--- config.mk ---
export PLATFORM = sky130hd
export DESIGN_NAME = cfra_top
export DESIGN_NICKNAME = d
export VERILOG_FILES = /design/src/rtl/cfra_pkg.sv /design/src/rtl/cfra_top.sv
export SDC_FILE = /design/constraint.sdc
export NUM_CORES = 1
export LEC_CHECK = 0
export ABC_AREA = 1
export BUFFER_PORTS_ARGS = -buffer_cell sky130_fd_sc_hd__buf_2
export CAP_MARGIN = 20
export CORE_MARGIN = 2
export CORE_UTILIZATION = 25
export CTS_BUF_LIST = sky130_fd_sc_hd__clkbuf_2
export DETAILED_ROUTE_END_ITERATION = 12
export PLACE_DENSITY = 0.43
export SLEW_MARGIN = 20
export SYNTH_ARGS = -nofsm -noshare
export SYNTH_HDL_FRONTEND = slang
export SYNTH_SLANG_ARGS = --single-unit
--- constraint.sdc ---
create_clock -name clk -period 4.3 [get_ports clk]
set_input_delay 0.86 -clock clk [delete_from_list [all_inputs] [get_ports clk]]
set_output_delay 0.86 -clock clk [all_outputs]
set_load 0.03 [all_outputs]
--- src/rtl/cfra_pkg.sv ---
// What this block does
// RULE1 - Error flag bit 15, cleared on read
// RULE2 - Success flag bit 14, cleared on read
// RULE3 - Bit 8 picks one of two addresses
// RULE4 - Also accept address with multicast bit set
// RULE5 - Interrupt field: success low, error high
// RULE6 - Interrupt routed through shared status position
// RULE7 - Broadcast PHY address 0x1F accepted by default
// RULE8 - Broadcast reject demands exact own address
// RULE9 - Buffer size field sets transmit delay
// RULE10 - Size zero: no delay, truncate after address
// RULE11 - Enable bit resets from strap, writable
// RULE12 - Bits 13 to 9 read zero
// RULE13 - Event during read keeps its flag
package cfra_pkg;
  // Register address of the configuration register
  localparam logic [4:0] CFG_ADDR = 5'h1F;
  // Field positions
  localparam int ERR_BIT = 15;
  localparam int OK_BIT = 14;
  localparam int DASEL_BIT = 8;
  localparam int IRQ_HI = 7;
  localparam int IRQ_LO = 6;
  localparam int BCREJ_BIT = 5;
  localparam int BUF_HI = 4;
  localparam int BUF_LO = 1;
  localparam int EN_BIT = 0;
  // Writable bit mask, reserved bits 13:9 excluded
  localparam logic [15:0] WR_MASK = 16'h01FF;
  // Reset value of the writable bits, enable from strap
  localparam logic [15:0] CFG_RST = 16'h0000;
  // Broadcast PHY address
  localparam logic [4:0] BCAST_PHY = 5'h1F;
  // Frame byte positions
  localparam logic [4:0] DA_LAST = 5'h05;
  localparam logic [4:0] PHY_BYTE = 5'h0E;
  localparam logic [4:0] REG_BYTE = 5'h0F;
  localparam logic [4:0] DHI_BYTE = 5'h10;
  localparam logic [4:0] DLO_BYTE = 5'h11;
  // Transmit stream beat
  typedef struct packed {
    logic [7:0] data;
    logic last;
  } cfra_beat_t;
  // Register write carried by a frame
  typedef struct packed {
    logic [4:0] addr;
    logic [15:0] data;
  } cfra_wr_t;
endpackage : cfra_pkg

--- src/rtl/cfra_top.sv ---
`timescale 1ns/100ps
// Synchronous FIFO with registered ready
module cfra_fifo #(
  parameter int WIDTH = 9,
  parameter int DEPTH = 16
) (
  input wire logic clk,
  input wire logic srst,
  input wire logic in_valid,
  output logic in_ready,
  input wire logic [WIDTH-1:0] in_data,
  output logic out_valid,
  input wire logic out_ready,
  output logic [WIDTH-1:0] out_data,
  output logic [$clog2(DEPTH):0] count
);
  localparam int AW = $clog2(DEPTH);
  // Depth must be a power of two for pointer wrap
  initial begin
    if (DEPTH < 2 || (1 << AW) != DEPTH) begin
      $error("cfra_fifo: DEPTH must be a power of two");
    end
  end
  logic [WIDTH-1:0] mem [DEPTH];
  logic [AW-1:0] wptr; // Write pointer
  logic [AW-1:0] rptr; // Read pointer
  wire push = in_valid && in_ready;
  wire pop = out_valid && out_ready;
  wire [AW:0] next_count = count + AW'(push) - AW'(pop);
  assign out_valid = (count != '0);
  assign out_data = mem[rptr];
  // Storage write
  always_ff @(posedge clk) begin
    if (push) begin
      mem[wptr] <= in_data;
    end
  end
  // Pointers, fill level and ready
  always_ff @(posedge clk) begin
    if (srst) begin
      wptr <= '0;
      rptr <= '0;
      count <= '0;
      in_ready <= 1'b1;
    end else begin
      wptr <= wptr + AW'(push);
      rptr <= rptr + AW'(pop);
      count <= next_count;
      in_ready <= (next_count != (AW+1)'(DEPTH));
    end
  end
endmodule : cfra_fifo

// Control frame detector, delay buffer and config register
module cfra_top #(
  parameter int DEPTH = 16,
  // Destination addresses: values are arbitrary
  parameter logic [47:0] DEST_ADDR0 = 48'h02_AA_BB_CC_DD_01,
  parameter logic [47:0] DEST_ADDR1 = 48'h02_AA_BB_00_00_00
) (
  input wire logic clk,
  input wire logic srst,
  input wire logic enable_strap,
  input wire logic [4:0] phy_addr,
  input wire logic [4:0] reg_addr,
  input wire logic reg_rd,
  input wire logic reg_wr,
  input wire logic [15:0] reg_wdata,
  output logic [15:0] reg_rdata,
  input wire logic tx_in_valid,
  output logic tx_in_ready,
  input wire cfra_pkg::cfra_beat_t tx_in,
  output logic tx_out_valid,
  input wire logic tx_out_ready,
  output cfra_pkg::cfra_beat_t tx_out,
  output logic frame_wr_valid,
  output cfra_pkg::cfra_wr_t frame_wr,
  output logic irq_route_sel,
  output logic irq_event
);
  localparam int CW = $clog2(DEPTH) + 1;
  // Buffer size field must fit the FIFO
  initial begin
    if (DEPTH < 16) begin
      $error("cfra_top: DEPTH must be at least 16");
    end
  end
  // Address byte pick for frame position
  function automatic logic [7:0] da_byte(
    input logic [47:0] a, input logic [4:0] i);
    da_byte = a[8'(47 - 8 * int'(i)) -: 8];
  endfunction : da_byte
  logic [15:0] cfg; // Writable configuration bits
  logic err_flag; // Sticky error flag
  logic ok_flag; // Sticky success flag
  logic [4:0] pos; // Byte index within frame
  logic da_ok; // Destination matched so far
  logic in_frame_drop; // Discard rest of truncated frame
  logic [4:0] f_phy; // Captured PHY address field
  logic [4:0] f_reg; // Captured register address
  logic [7:0] f_dhi; // Captured data high byte
  logic [CW-1:0] lasts; // Frame ends held in FIFO
  logic fifo_in_ready;
  logic fifo_out_valid;
  cfra_pkg::cfra_beat_t fifo_out;
  logic [CW-1:0] fifo_count;
  // Field decode
  wire dasel = cfg[cfra_pkg::DASEL_BIT];
  wire [1:0] irq_ctl = cfg[cfra_pkg::IRQ_HI:cfra_pkg::IRQ_LO];
  wire bcrej = cfg[cfra_pkg::BCREJ_BIT];
  wire [3:0] buf_size = cfg[cfra_pkg::BUF_HI:cfra_pkg::BUF_LO];
  wire wr_en = cfg[cfra_pkg::EN_BIT];
  wire bypass = (buf_size == 4'h0);

  // Register access decode
  wire hit = (reg_addr == cfra_pkg::CFG_ADDR);
  wire rd_hit = reg_rd && hit;
  wire wr_hit = reg_wr && hit;

  // Input beat accepted
  wire in_fire = tx_in_valid && tx_in_ready;
  // RULE3 selected address
  wire [47:0] sel_da = dasel ? DEST_ADDR1 : DEST_ADDR0;
  wire [7:0] exp_byte = da_byte(sel_da, pos);
  // RULE4 multicast variant
  wire byte_match = (tx_in.data == exp_byte) ||
    ((pos == 5'h00) && (tx_in.data == (exp_byte | 8'h01)));
  wire in_da = (pos <= cfra_pkg::DA_LAST);
  wire da_now = da_ok && byte_match;
  wire da_done = in_fire && (pos == cfra_pkg::DA_LAST) && da_now;
  wire cf_active = da_ok && !in_da;
  // RULE7 broadcast or own address
  // RULE8 exact match when broadcast rejected
  wire phy_match = (f_phy == phy_addr) ||
    (!bcrej && (f_phy == cfra_pkg::BCAST_PHY));
  // Completion and error events on the input side
  wire done_beat = in_fire && cf_active &&
    (pos == cfra_pkg::DLO_BYTE);
  wire ev_ok = done_beat && phy_match;
  wire ev_err = in_fire && cf_active && tx_in.last &&
    (pos < cfra_pkg::DLO_BYTE);

  // RULE10 truncation marks the address end as last
  wire trunc = bypass && da_done;
  wire push_ok = !in_frame_drop;
  cfra_pkg::cfra_beat_t push_beat;
  assign push_beat.data = tx_in.data;
  assign push_beat.last = tx_in.last || trunc;

  // Input stalls on FIFO full, dropped beats included
  assign tx_in_ready = fifo_in_ready;

  // RULE9 hold beats until the buffer fills or a frame ends
  wire release_ok = bypass || (lasts != '0) ||
    (fifo_count > CW'(buf_size));
  wire out_free = !tx_out_valid || tx_out_ready;
  wire pop = fifo_out_valid && release_ok && out_free;
  wire push_last = in_fire && push_ok && push_beat.last;
  wire pop_last = pop && fifo_out.last;

  cfra_fifo #(
    .WIDTH($bits(cfra_pkg::cfra_beat_t)),
    .DEPTH(DEPTH)
  ) u_fifo (
    .clk(clk),
    .srst(srst),
    .in_valid(tx_in_valid && push_ok),
    .in_ready(fifo_in_ready),
    .in_data(push_beat),
    .out_valid(fifo_out_valid),
    .out_ready(pop),
    .out_data(fifo_out),
    .count(fifo_count)
  );

  // Count of frame ends waiting in the FIFO
  always_ff @(posedge clk) begin
    if (srst) begin
      lasts <= '0;
    end else begin
      lasts <= lasts + CW'(push_last) - CW'(pop_last);
    end
  end

  // Output register stage
  always_ff @(posedge clk) begin
    if (srst) begin
      tx_out_valid <= 1'b0;
      tx_out <= '0;
    end else if (out_free) begin
      tx_out_valid <= pop;
      tx_out <= fifo_out;
    end
  end

  // Frame position tracking
  always_ff @(posedge clk) begin
    if (srst) begin
      pos <= '0;
      da_ok <= 1'b1;
      in_frame_drop <= 1'b0;
    end else if (in_fire) begin
      if (tx_in.last) begin
        // Next frame starts fresh
        pos <= '0;
        da_ok <= 1'b1;
        in_frame_drop <= 1'b0;
      end else begin
        pos <= (pos == 5'h1F) ? pos : pos + 5'h01;
        if (in_da) begin
          da_ok <= da_now;
        end
        // RULE10 discard the rest after truncation
        if (trunc) begin
          in_frame_drop <= 1'b1;
        end
      end
    end
  end

  // Capture of the embedded fields
  always_ff @(posedge clk) begin
    if (srst) begin
      f_phy <= '0;
      f_reg <= '0;
      f_dhi <= '0;
    end else if (in_fire && cf_active) begin
      if (pos == cfra_pkg::PHY_BYTE) begin
        f_phy <= tx_in.data[4:0];
      end
      if (pos == cfra_pkg::REG_BYTE) begin
        f_reg <= tx_in.data[4:0];
      end
      if (pos == cfra_pkg::DHI_BYTE) begin
        f_dhi <= tx_in.data;
      end
    end
  end

  // Register write issued by a good frame
  always_ff @(posedge clk) begin
    if (srst) begin
      frame_wr_valid <= 1'b0;
      frame_wr <= '0;
    end else begin
      // RULE11 writes only while enabled
      frame_wr_valid <= ev_ok && wr_en;
      if (ev_ok) begin
        frame_wr.addr <= f_reg;
        frame_wr.data <= {f_dhi, tx_in.data};
      end
    end
  end

  // Configuration bits
  always_ff @(posedge clk) begin
    if (srst) begin
      // RULE11 enable loads from strap
      cfg <= cfra_pkg::CFG_RST;
      cfg[cfra_pkg::EN_BIT] <= enable_strap;
    end else if (wr_hit) begin
      // RULE12 reserved bits never stored
      cfg <= reg_wdata & cfra_pkg::WR_MASK;
    end
  end

  // Sticky flags, set beats clear on read
  always_ff @(posedge clk) begin
    if (srst) begin
      err_flag <= 1'b0;
      ok_flag <= 1'b0;
    end else begin
      // RULE1 error flag
      // RULE13 set wins over read clear
      err_flag <= ev_err || (err_flag && !rd_hit);
      // RULE2 success flag
      ok_flag <= ev_ok || (ok_flag && !rd_hit);
    end
  end

  // Read data register
  always_ff @(posedge clk) begin
    if (srst) begin
      reg_rdata <= '0;
    end else if (rd_hit) begin
      // RULE12 bits 13 to 9 read zero
      reg_rdata <= {err_flag, ok_flag, cfg[13:0] &
        cfra_pkg::WR_MASK[13:0]};
    end
  end

  // Interrupt routing to the shared status register
  always_ff @(posedge clk) begin
    if (srst) begin
      irq_route_sel <= 1'b0;
      irq_event <= 1'b0;
    end else begin
      // RULE6 route when either bit set
      irq_route_sel <= (irq_ctl != 2'b00);
      // RULE5 decode of interrupt control
      irq_event <= (irq_ctl[0] && ev_ok) || (irq_ctl[1] && ev_err);
    end
  end

  // Checks
  property p_err_set;
    @(posedge clk) disable iff (srst) ev_err |=> err_flag;
  endproperty
  a_err_set: assert property (p_err_set) // RULE1
    else $error("error flag not set");
  property p_ok_keep;
    @(posedge clk) disable iff (srst) (rd_hit && ev_ok) |=> ok_flag;
  endproperty
  a_ok_keep: assert property (p_ok_keep) // RULE13
    else $error("success flag lost on read");
  property p_ok_clear;
    @(posedge clk) disable iff (srst)
      (rd_hit && !ev_ok) |=> !ok_flag;
  endproperty
  a_ok_clear: assert property (p_ok_clear) // RULE2
    else $error("success flag not cleared");
  property p_rsvd;
    @(posedge clk) disable iff (srst) reg_rdata[13:9] == 5'h00;
  endproperty
  a_rsvd: assert property (p_rsvd) // RULE12
    else $error("reserved bits nonzero");
  property p_irq;
    @(posedge clk) disable iff (srst)
      irq_event |-> $past(irq_ctl != 2'b00) && irq_route_sel;
  endproperty
  a_irq: assert property (p_irq) // RULE5
    else $error("interrupt while disabled");
  property p_route;
    @(posedge clk) disable iff (srst)
      (irq_ctl == 2'b00) [*2] |-> !irq_route_sel;
  endproperty
  a_route: assert property (p_route) // RULE6
    else $error("routing while disabled");
  property p_wr_en;
    @(posedge clk) disable iff (srst)
      frame_wr_valid |-> $past(wr_en) && ok_flag;
  endproperty
  a_wr_en: assert property (p_wr_en) // RULE11
    else $error("frame write while disabled");
  property p_bcrej;
    @(posedge clk) disable iff (srst)
      (ev_ok && bcrej) |-> (f_phy == phy_addr);
  endproperty
  a_bcrej: assert property (p_bcrej) // RULE8
    else $error("broadcast accepted while rejected");
  property p_trunc;
    @(posedge clk) disable iff (srst)
      (trunc && !tx_in.last) |=> in_frame_drop;
  endproperty
  a_trunc: assert property (p_trunc) // RULE10
    else $error("truncated frame not dropped");
  property p_hold;
    @(posedge clk) disable iff (srst)
      (!bypass && lasts == '0 && fifo_count <= CW'(buf_size))
        |-> !pop;
  endproperty
  a_hold: assert property (p_hold) // RULE9
    else $error("beat released before buffer filled");
  c_ok: cover property (@(posedge clk) disable iff (srst) ev_ok);
  c_err: cover property (@(posedge clk) disable iff (srst) ev_err);
  c_trunc: cover property (@(posedge clk) disable iff (srst) trunc);
  c_full: cover property (@(posedge clk) disable iff (srst)
    !fifo_in_ready);
endmodule : cfra_top

==> reports/results.txt, run 1 <==
row cnt: 74
gr usage total: 13.7%
CP Data Arrival Time: 4.48 ns
Synth area leader: edfxtp_1
min Tclk post-route: 3.80 ns
Slew @ Worst Pin: 0.840 ns
total core area: 40600 µm²
starting DRC count in detailed routing: 446
Mapped Area: 10200 µm²
maximum VDD drop: 0.000163 V
worst r2r src: pos[2]
mean area per synthesized cell: 10.1 µm²
gpl congestion: 0.798
half-perimeter wire length after placement: 18900 µm
Remaining DRCs: 0
cells along the critical path: inv_1 -> ha_1 -> inv_1 -> a21oi_4 -> inv_1 -> nand2_1 -> nand3_1 -> nand2_1 -> nand3_1 -> nor2_1 -> nand3_1 -> nand2_1 -> nand2_1 -> inv_1 -> nand2_1 -> ha_1 -> inv_1 -> ha_1 -> inv_1 -> fa_1 -> nor3_1 -> a211oi_1 -> o21ai_0 -> a21oi_1
die height: 206 µm
R2R cell count: 24
max cap viols: 0
CTS tree: built
HP Class: primary input to flop
Reg2Reg Setup Slack: 0.50 ns
cells taking the most area after synthesis: edfxtp_1 (42%), dfxtp_1 (19%), o21ai_0 (6.3%)
total die area: 42600 µm²
Sink Count: 244
Setup Viol. Count Final: 0
Top reg by flops: u_fifo.mem
hold path cells: 3
PostCTS Resize Cnt: 0
Max Root-Sink Buffers: 3
WP buf/inv: 6
Period Utilization, post-route: 88.4%
Yosys cell types: 38
outcome: finished, final reports clean
clock slew at reported path FFs: 0.11 ns
Final #Nets: 1236
flip-flop count of the largest register after layout: 144
LEAKAGE: 4.70 nW
Final ANT Viol Nets: 0
WL per Instance: 16.5 µm
Worst setup EP type: flop
# port buffers: 80
post-synthesis sequential area ratio: 61.8%
Worst-Skew Late Latency: 0.86 ns
initial cell density of the core: 25.2%
CP startpoint: pos[2]
Req. time, crit path: 4.97 ns
total power: 6.05 mW
Top Registers: u_fifo.mem: 144 flops, frame_wr: 21 flops, reg_rdata: 11 flops
CP Max Fanout: 8
WL final: 28800 µm
layout cell share with drive strength beyond 1: 20.1%
FF+latch count, synth: 244
CP delay by family, top: adder cells
Syn Inst Count: 1019
largest net degree at the start of global routing: 45
Overflow after GRT: 0
Hold WS: 0.312 ns
number of global-route vias before repair: 7594
accumulated negative setup slack: 0 ns
fin. max-slew vios: 0
final hold vios: 0
YS warnings: 0
first-pass GRT wire length: 44100 µm
min-delay src: reg_wdata[0]
Worst setup SP type: flop
Die Wd: 206 µm
I/O pin cnt: 93
Final Skew: 0.0677 ns
PwrDens: 503 nW/µm²
RSZ-0062 raised after global routing: no
Critical-path top delay cell: dfxtp_1
RR Endpoint: lasts[4]
fmax: 263 MHz
antenna violations before repair: 2
peak per-stage delay on the critical path: 0.51 ns
root buffer cell: clkbuf_2
Vias: 7840
post-synth top area share: 42.5%
Setup CP Type: flop to flop
drt pass-1 iters: 5
critical path's most frequent cell: inv_1
postcts setup bufs: 0
hold-fix buffers at CTS: 0
htree depth: 3
Area Overhead vs Synth: 17.3%
Worst Hold End: cfg[0]
CTS buffer count: 67
Worst slew margin: 43.7%
Via density: 4.49
==> cell usage after synthesis, drive strengths merged <==
cell and n:
nor2 154, fa 2, nand3b 1, conb 1, clkbuf 40, or2 2, ha 30, xnor2 6
clkinv 1, dfxtp 99, a22oi 1, o311ai 2, a21boi 1, nand3 43, and3 1, a31oi 2
buf 11, o22ai 10, nor3 9, edfxtp 145, a21oi 71, inv 92, o221ai 26, nand4 11
nor4 3, xor2 5, a211oi 2, nand2 113, o21ai 128, o211ai 7
==> how the worst max path moves through the flow <==
stage	slack, ns	endpoint	cells after the start
2_1_floorplan	0.74	lasts[4]	24
3_3_place_gp	0.61	lasts[4]	24
3_5_place_dp	0.56	lasts[4]	24
4_1_cts	0.50	lasts[4]	24
5_1_grt	0.08	lasts[4]	24
6_report	0.50	lasts[4]	24
==> through the flow <==
stage          cell area [µm²]  std cells  worst slack (ns)  utilization [%]
4_1_cts                  12000       1743             0.497             29.5
6_report                 12000       1746             0.497             29.6
3_5_place_dp             11400       1625             0.563             28.1
2_1_floorplan            10300       1023             0.740                -
3_3_place_gp             11400       1625             0.607             28.1
5_1_grt                  12000       1744            0.0823             29.6
==> cells by family (layout without fill, tap and decap cells) <==
group | after synthesis | in the layout | share of synthesized area [%]
adder cells (fa/ha/maj) | 32 | 32 | 4.05
flip-flops | 244 | 244 | 61.8
AO/OA/AOI/OAI | 250 | 250 | 13.8
AND/OR/NAND/NOR | 337 | 337 | 13.8
XOR/XNOR | 11 | 11 | 0.940
other | 1 | 8 | 0.0366
buffers and inverters | 144 | 332 | 5.63
==> cell type report <==
class                   instances  area, µm²
flip-flops and latches        244       6340
clock inverters                18       98.8
inverters                      93        349
diodes                          3       7.51
well taps                     532        666
fillers                      4300      28600
clock buffers                 100        500
multi-input cells             635       3350
repair buffers                121        708
==> report_power, final <==
group	internal (mW)	switching [mW]	leakage (nW)
sequential	2.62	0.0856	2.12
combinational	0.564	1.12	2.11
clock	0.680	0.977	0.479
==> worst reg2reg max path: cells and delay by family, from the launching register on <==
family | cells | cell delay (ns)
buffers and inverters | 6 | 0.49
flip-flops | 1 | 0.51
adder cells (fa/ha/maj) | 4 | 1.19
AO/OA/AOI/OAI | 4 | 0.49
AND/OR/NAND/NOR | 10 | 0.98
==> layer usage <==
metal | vias to the layer above | track usage, % | wire (µm)
li1 | 3856 | - | -
met1 | 3737 | 18.9 | 14100
met2 | 211 | 21.2 | 12800
met3 | 36 | 3.23 | 1520
met4 | 0 | 4.01 | 376
met5 | - | 0 | 0
==> cells in the final DEF (no fill, tap or decap), drive strengths merged, types with 30 or more instances in the layout <==
master  count
inv        97
buf       121
clkbuf    100
nand2     113
nor2      154
nand3      43
dfxtp      99
edfxtp    145
a21oi      71
o21ai     128
ha         30
(Power assumes the default switching activity.)
==> inputs of run 2 (changes only) <==
--- a/config.mk
+++ b/config.mk
@@ -12,7 +12,7 @@
 export CORE_UTILIZATION = 25
 export CTS_BUF_LIST = sky130_fd_sc_hd__clkbuf_2
 export DETAILED_ROUTE_END_ITERATION = 12
-export PLACE_DENSITY = 0.43
+export PLACE_DENSITY_LB_ADDON = 0.15
 export SLEW_MARGIN = 20
 export SYNTH_ARGS = -nofsm -noshare
 export SYNTH_HDL_FRONTEND = slang
==> reports/results.txt, run 2 (synthesis gave the netlist of run 1 again) <==
outcome: finished, final reports clean
maximum VDD drop: 0.000188 V (+15%)
CTS buffer count: 69 (+3.0%)
row cnt: 74 (unchanged)
total core area: 40600 µm² (unchanged)
largest net degree at the start of global routing: 51 (+13%)
Sink Count: 244 (unchanged)
Overflow after GRT: 0 (unchanged)
first-pass GRT wire length: 45300 µm (+2.6%)
HP Class: primary input to flop
LEAKAGE: 4.74 nW (+0.82%)
CTS tree: built
P_int: 4.08 mW (+5.6%)
WL per Instance: 16.7 µm (+1.0%)
Worst setup EP type: flop
PostCTS Resize Cnt: 0 (unchanged)
drt pass-1 iters: 5 (unchanged)
Die Wd: 206 µm (unchanged)
postcts setup bufs: 0 (unchanged)
half-perimeter wire length after placement: 18700 µm (-0.72%)
RSZ-0062 raised after global routing: no
Setup CP Type: flop to flop
Final #Nets: 1236 (unchanged)
DR WL met3: 1360 µm (-11%)
CP Data Arrival Time: 4.45 ns (-0.03 ns)
hold-fix buffers at CTS: 0 (unchanged)
fmax: 266 MHz (+1.2%)
gpl congestion: 0.791 (-0.88%)
commonest non-fill, non-tap cell in the layout: nor2_1
gr usage total: 14.0% (+0.34 points)
root buffer cell: clkbuf_2
# port buffers: 80 (unchanged)
Area Overhead vs Synth: 18.1%
register share of total power: 42.9% (-1.8 points)
Slew @ Worst Pin: 0.949 ns (+0.109 ns)
number of global-route vias before repair: 7834 (+3.2%)
antenna violations before repair: 1 (-1)
starting DRC count in detailed routing: 346 (-22%)
Clk pwr share: 30.1% (+2.7 points)
min Tclk post-route: 3.76 ns (-0.0455 ns)
layout cell share with drive strength beyond 1: 20.3% (+0.20 points)
Fill cells: 4323 (+0.53%)
most frequent cells in the layout: nor2_1 (154), edfxtp_1 (145), o21ai_0 (128), nand2_1 (113), clkbuf_2 (108)
accumulated negative setup slack: 0 ns (unchanged)
total power: 6.32 mW (+4.5%)
Via density: 4.44 (-1.1%)
Final ANT Viol Nets: 0 (unchanged)
fin. max-slew vios: 0 (unchanged)
switching part of the total power: 35.4% (-0.70 points)
met2 wire length: 13300 µm (+3.7%)
met1 WL: 14100 µm (-0.35%)
Worst setup SP type: flop
top routing layer in use: met4
clock slew at reported path FFs: 0.11 ns (about the same)
total die area: 42600 µm² (unchanged)
Top Registers: u_fifo.mem: 144 flops, frame_wr: 21 flops, reg_rdata: 11 flops
Remaining DRCs: 0 (unchanged)
PwrDens: 522 nW/µm² (+3.7%)
Final Skew: 0.0628 ns (-0.00486 ns)
Worst-Skew Late Latency: 0.84 ns (-0.02 ns)
htree depth: 3 (unchanged)
Worst slew margin: 36.5% (-7.1 points)
Req. time, crit path: 4.99 ns (+0.02 ns)
flip-flop count of the largest register after layout: 144 (unchanged)
initial cell density of the core: 25.2% (unchanged)
I/O pin cnt: 93 (unchanged)
Period Utilization, post-route: 87.4% (-1.1 points)
Setup Viol. Count Final: 0 (unchanged)
final hold vios: 0 (unchanged)
Reg2Reg Setup Slack: 0.54 ns (+0.05 ns)
die height: 206 µm (unchanged)
max cap viols: 0 (unchanged)
Switch Pwr: 2.24 mW (+2.4%)
Vias: 7759 (-1.0%)
WL final: 29200 µm (+1.1%)
Max Root-Sink Buffers: 3 (unchanged)
CP Max Fanout: 8 (unchanged)
Gate power share: 27.0% (-0.9 points)
Top reg by flops: u_fifo.mem
-- run 2: cell count changes in the layout (fill, tap and decap cells not counted) --
cell	before	now
inv_2	10	7
buf_4	41	39
clkinvlp_4	0	1
clkbuf_2	100	108
diode_2	3	1
clkinv_2	4	0
bufinv_16	1	4
-- run 2: final cells by class --
class                           instances  area, µm²  share of cell area, %
Clock inverter                         15        165                   1.36
Antenna cell                            1       2.50                 0.0207
Sequential cell                       244       6340                   52.4
Inverter                               93        349                   2.88
Tap cell                              532        666                   5.50
Clock buffer                          108        541                   4.47
Multi-Input combinational cell        635       3350                   27.7
Timing Repair Buffer                  119        693                   5.73
-- run 2: worst paths after layout --
kind,start,end,depth (start not counted)
max,pos[2],lasts[4],24
min,tx_in[6],u_fifo.mem[13][6],1
max reg2reg,pos[2],lasts[4],24
min reg2reg,f_dhi[3],frame_wr[11],2
-- run 2: layer usage --
metal / up-vias / track usage, %
li1: 3865 / -
met3: 42 / 3.31
met1: 3690 / 18.5
met2: 162 / 22.8
met4: 0 / 4.13
met5: - / 0
-- run 2: power by group through the flow --
| stage | Combinational (mW) | Clock [mW] | Sequential (mW) |
|---|---|---|---|
| after CTS | 1.74 | 1.99 | 2.71 |
| final | 1.71 | 1.90 | 2.71 |
| after global routing | 1.96 | 2.10 | 2.73 |
| after detailed placement | 1.74 | 0 | 2.77 |
| after global placement | 1.72 | 0 | 2.77 |
| after floorplan | 1.11 | 0 | 2.82 |
-- run 2: through the flow --
stage | setup slack, ns | instances | hold slack (ns) | util, % | cell area [µm²]
after floorplan | 0.740 | 1023 | 0.430 | - | 10300
after global placement | 0.563 | 1623 | 0.432 | 28.0 | 11400
after detailed placement | 0.565 | 1623 | 0.433 | 28.0 | 11400
after CTS | 0.529 | 1746 | 0.208 | 29.8 | 12100
after global routing | 0.0808 | 1747 | 0.228 | 29.8 | 12100
final | 0.543 | 1747 | 0.315 | 29.8 | 12100
-- run 2: critical path: stages (launching register included) --
cell and delay [ns]:
dfxtp_1 0.47, inv_1 0.13, ha_1 0.35, inv_1 0.10, a21oi_4 0.20, inv_1 0.08
nand2_1 0.13, nand3_1 0.09, nand2_1 0.06, nand3_1 0.06, nor2_1 0.10, nand3_1 0.13
nand2_1 0.12, nand2_1 0.06, inv_1 0.07, nand2_1 0.05, ha_1 0.26, inv_1 0.06
ha_1 0.16, inv_1 0.05, fa_1 0.40, nor3_1 0.20, a211oi_1 0.09, o21ai_0 0.15
a21oi_1 0.06
==> inputs of run 3 (changes only) <==
--- a/config.mk
+++ b/config.mk
@@ -9,10 +9,10 @@
 export BUFFER_PORTS_ARGS = -buffer_cell sky130_fd_sc_hd__buf_2
 export CAP_MARGIN = 20
 export CORE_MARGIN = 2
-export CORE_UTILIZATION = 25
+export CORE_UTILIZATION = 33
 export CTS_BUF_LIST = sky130_fd_sc_hd__clkbuf_2
 export DETAILED_ROUTE_END_ITERATION = 12
-export PLACE_DENSITY_LB_ADDON = 0.15
+export PLACE_DENSITY = 0.57
 export SLEW_MARGIN = 20
 export SYNTH_ARGS = -nofsm -noshare
 export SYNTH_HDL_FRONTEND = slang
==> reports/results.txt, run 3 (synthesis gave the netlist of run 1 again) <==
Setup Viol. Count Final: 0 (unchanged)
Slew @ Worst Pin: 1.05 ns (+0.103 ns)
Top reg by flops: u_fifo.mem
CTS buffer count: 59 (-14%)
dpl cells: 1473 (-9.2%)
starting DRC count in detailed routing: 584 (+69%)
half-perimeter wire length after placement: 16000 µm (-14%)
die height: 180 µm (-13%)
Period Utilization, post-route: 85.9% (-1.5 points)
Non-Filler Instances: 1581 (-9.5%)
outcome: finished, final reports clean
CP delay by family, top: adder cells
CP Data Arrival Time: 4.43 ns (-0.02 ns)
RSZ-0062 raised after global routing: no
Worst setup SP type: flop
Req. time, crit path: 5.03 ns (+0.04 ns)
Top Registers: u_fifo.mem: 144 flops, frame_wr: 21 flops, reg_rdata: 11 flops
root buffer cell: clkbuf_2
flip-flop count of the largest register after layout: 144 (unchanged)
LEAKAGE: 4.56 nW (-3.9%)
Max Root-Sink Buffers: 3 (unchanged)
Worst setup EP type: flop
critical path's most frequent cell: inv_1
PostCTS Resize Cnt: 0 (unchanged)
WP buf/inv: 6 (unchanged)
max cap viols: 0 (unchanged)
PwrDens: 502 nW/µm² (-3.9%)
pre-CTS worst setup slack: 0.644 ns (+0.0783 ns)
fin. max-slew vios: 0 (unchanged)
commonest non-fill, non-tap cell in the layout: nor2_1
worst r2r src: pos[2]
clock slew at reported path FFs: 0.11 ns (about the same)
initial cell density of the core: 33.5% (+8.3 points)
CTS tree: built
Antenna diodes: 0 (-1)
Critical Path End: lasts[4]
Via density: 4.87 (+9.6%)
# port buffers: 80 (unchanged)
HP Class: primary input to flop
Worst-Skew Late Latency: 0.87 ns (+0.03 ns)
Fill cells: 3108 (-28%)
Reg2Reg Setup Slack: 0.61 ns (+0.06 ns)
cells along the critical path: inv_1 -> ha_1 -> inv_1 -> a21oi_4 -> inv_1 -> nand2_1 -> nand3_1 -> nand2_1 -> nand3_1 -> nor2_1 -> nand3_1 -> nand2_1 -> nand2_1 -> inv_1 -> nand2_1 -> ha_1 -> inv_1 -> ha_1 -> inv_1 -> fa_1 -> nor3_1 -> a211oi_1 -> o21ai_0 -> a21oi_1
peak per-stage delay on the critical path: 0.50 ns (+0.03 ns)
CP startpoint: pos[2]
row cnt: 64 (-14%)
CP Max Fanout: 8 (unchanged)
Final #Nets: 1212 (-1.9%)
total core area: 30600 µm² (-25%)
Sink Count: 244 (unchanged)
Final ANT Viol Nets: 0 (unchanged)
Worst slew margin: 29.6% (-6.9 points)
fmax: 271 MHz (+1.7%)
Setup CP Type: flop to flop
total die area: 32500 µm² (-24%)
most frequent cells in the layout: nor2_1 (153), edfxtp_1 (145), o21ai_0 (128), nand2_1 (113), dfxtp_1 (98)
layout cell share with drive strength beyond 1: 18.1% (-2.1 points)
cell count along the critical path: 24 (unchanged)
number of global-route vias before repair: 7509 (-4.1%)
min Tclk post-route: 3.69 ns (-0.0639 ns)
Area Overhead vs Synth: 13.7%
WL per Instance: 16.3 µm (-2.5%)
first-pass GRT wire length: 40900 µm (-9.7%)
maximum VDD drop: 0.000204 V (+8.4%)
postcts setup bufs: 0 (unchanged)
antenna violations before repair: 0 (-1)
Critical-path top delay cell: dfxtp_1
Remaining DRCs: 0 (unchanged)
final worst-path setup slack: 0.606 ns (+0.0639 ns)
drt pass-1 iters: 5 (unchanged)
hold-fix buffers at CTS: 0 (unchanged)
Vias: 7694 (-0.84%)
R2R cell count: 24 (unchanged)
Die Wd: 180 µm (-13%)
Final Skew: 0.0515 ns (-0.0114 ns)
RR Endpoint: lasts[4]
WL final: 25700 µm (-12%)
I/O pin cnt: 93 (unchanged)
Overflow after GRT: 0 (unchanged)
final core occ: 38.1% (+8.3 points)
gpl congestion: 0.827 (+4.6%)
gr usage total: 15.7% (+1.7 points)
largest net degree at the start of global routing: 74 (+45%)
accumulated negative setup slack: 0 ns (unchanged)
final hold vios: 0 (unchanged)
htree depth: 2 (-1)
==> run 3: cell types whose count changed in the layout (fill, tap and decap cells not counted), sizes merged, moves of 2 or more <==
cell | before | now
bufinv | 4 | 0
inv | 94 | 92
clkbuf | 108 | 94
clkinv | 9 | 15
buf | 119 | 105
==> run 3: per-layer routing <==
| metal | vias to the layer above | global-route usage [%] | part of all wire, % |
|---|---|---|---|
| met5 | - | 0 | 0 |
| met4 | 0 | 4.90 | 1.4 |
| met3 | 30 | 4.10 | 6.2 |
| met2 | 237 | 24.5 | 46 |
| met1 | 3620 | 21.5 | 47 |
| li1 | 3807 | - | - |
==> run 3: area by class of cell <==
| type | instances | area, µm² | share of cell area (%) |
|---|---|---|---|
| Clock buffer | 94 | 470 | 4.04 |
| Clock inverter | 14 | 55.1 | 0.472 |
| Inverter | 93 | 349 | 3.00 |
| Multi-Input combinational cell | 635 | 3360 | 28.8 |
| Sequential cell | 244 | 6340 | 54.4 |
| Tap cell | 396 | 495 | 4.25 |
| Timing Repair Buffer | 105 | 588 | 5.05 |
==> run 3: worst min-delay path, stage by stage <==
cell and delay (ns):
buf_2 0.08, nand2_1 0.04, nand2_1 0.04
==> run 3: per-stage QoR <==
| step | hold slack, ns | cell area (µm²) | total power, mW |
|---|---|---|---|
| after global placement | 0.430 | 11100 | 4.38 |
| final | 0.282 | 11700 | 5.85 |
| after CTS | 0.157 | 11600 | 5.93 |
| after global routing | 0.175 | 11700 | 6.27 |
| after floorplan | 0.430 | 10300 | 3.92 |
| after detailed placement | 0.433 | 11100 | 4.41 |
==> run 3: power breakdown <==
part	internal, mW	switching (mW)
combinational	0.546	1.10
clock	0.572	0.931
sequential	2.62	0.0848
==> run 3: worst min path at each step <==
stage | startpoint | end | slack, ns | cells after the start
after floorplan | in_frame_drop | in_frame_drop | 0.43 | 2
after global placement | reg_rdata[15] | reg_rdata[15] | 0.43 | 2
after detailed placement | reg_rdata[2] | reg_rdata[2] | 0.43 | 2
after CTS | reg_wdata[0] | cfg[0] | 0.16 | 3
after global routing | reg_wdata[0] | cfg[0] | 0.17 | 3
final | reg_wdata[0] | cfg[0] | 0.28 | 3
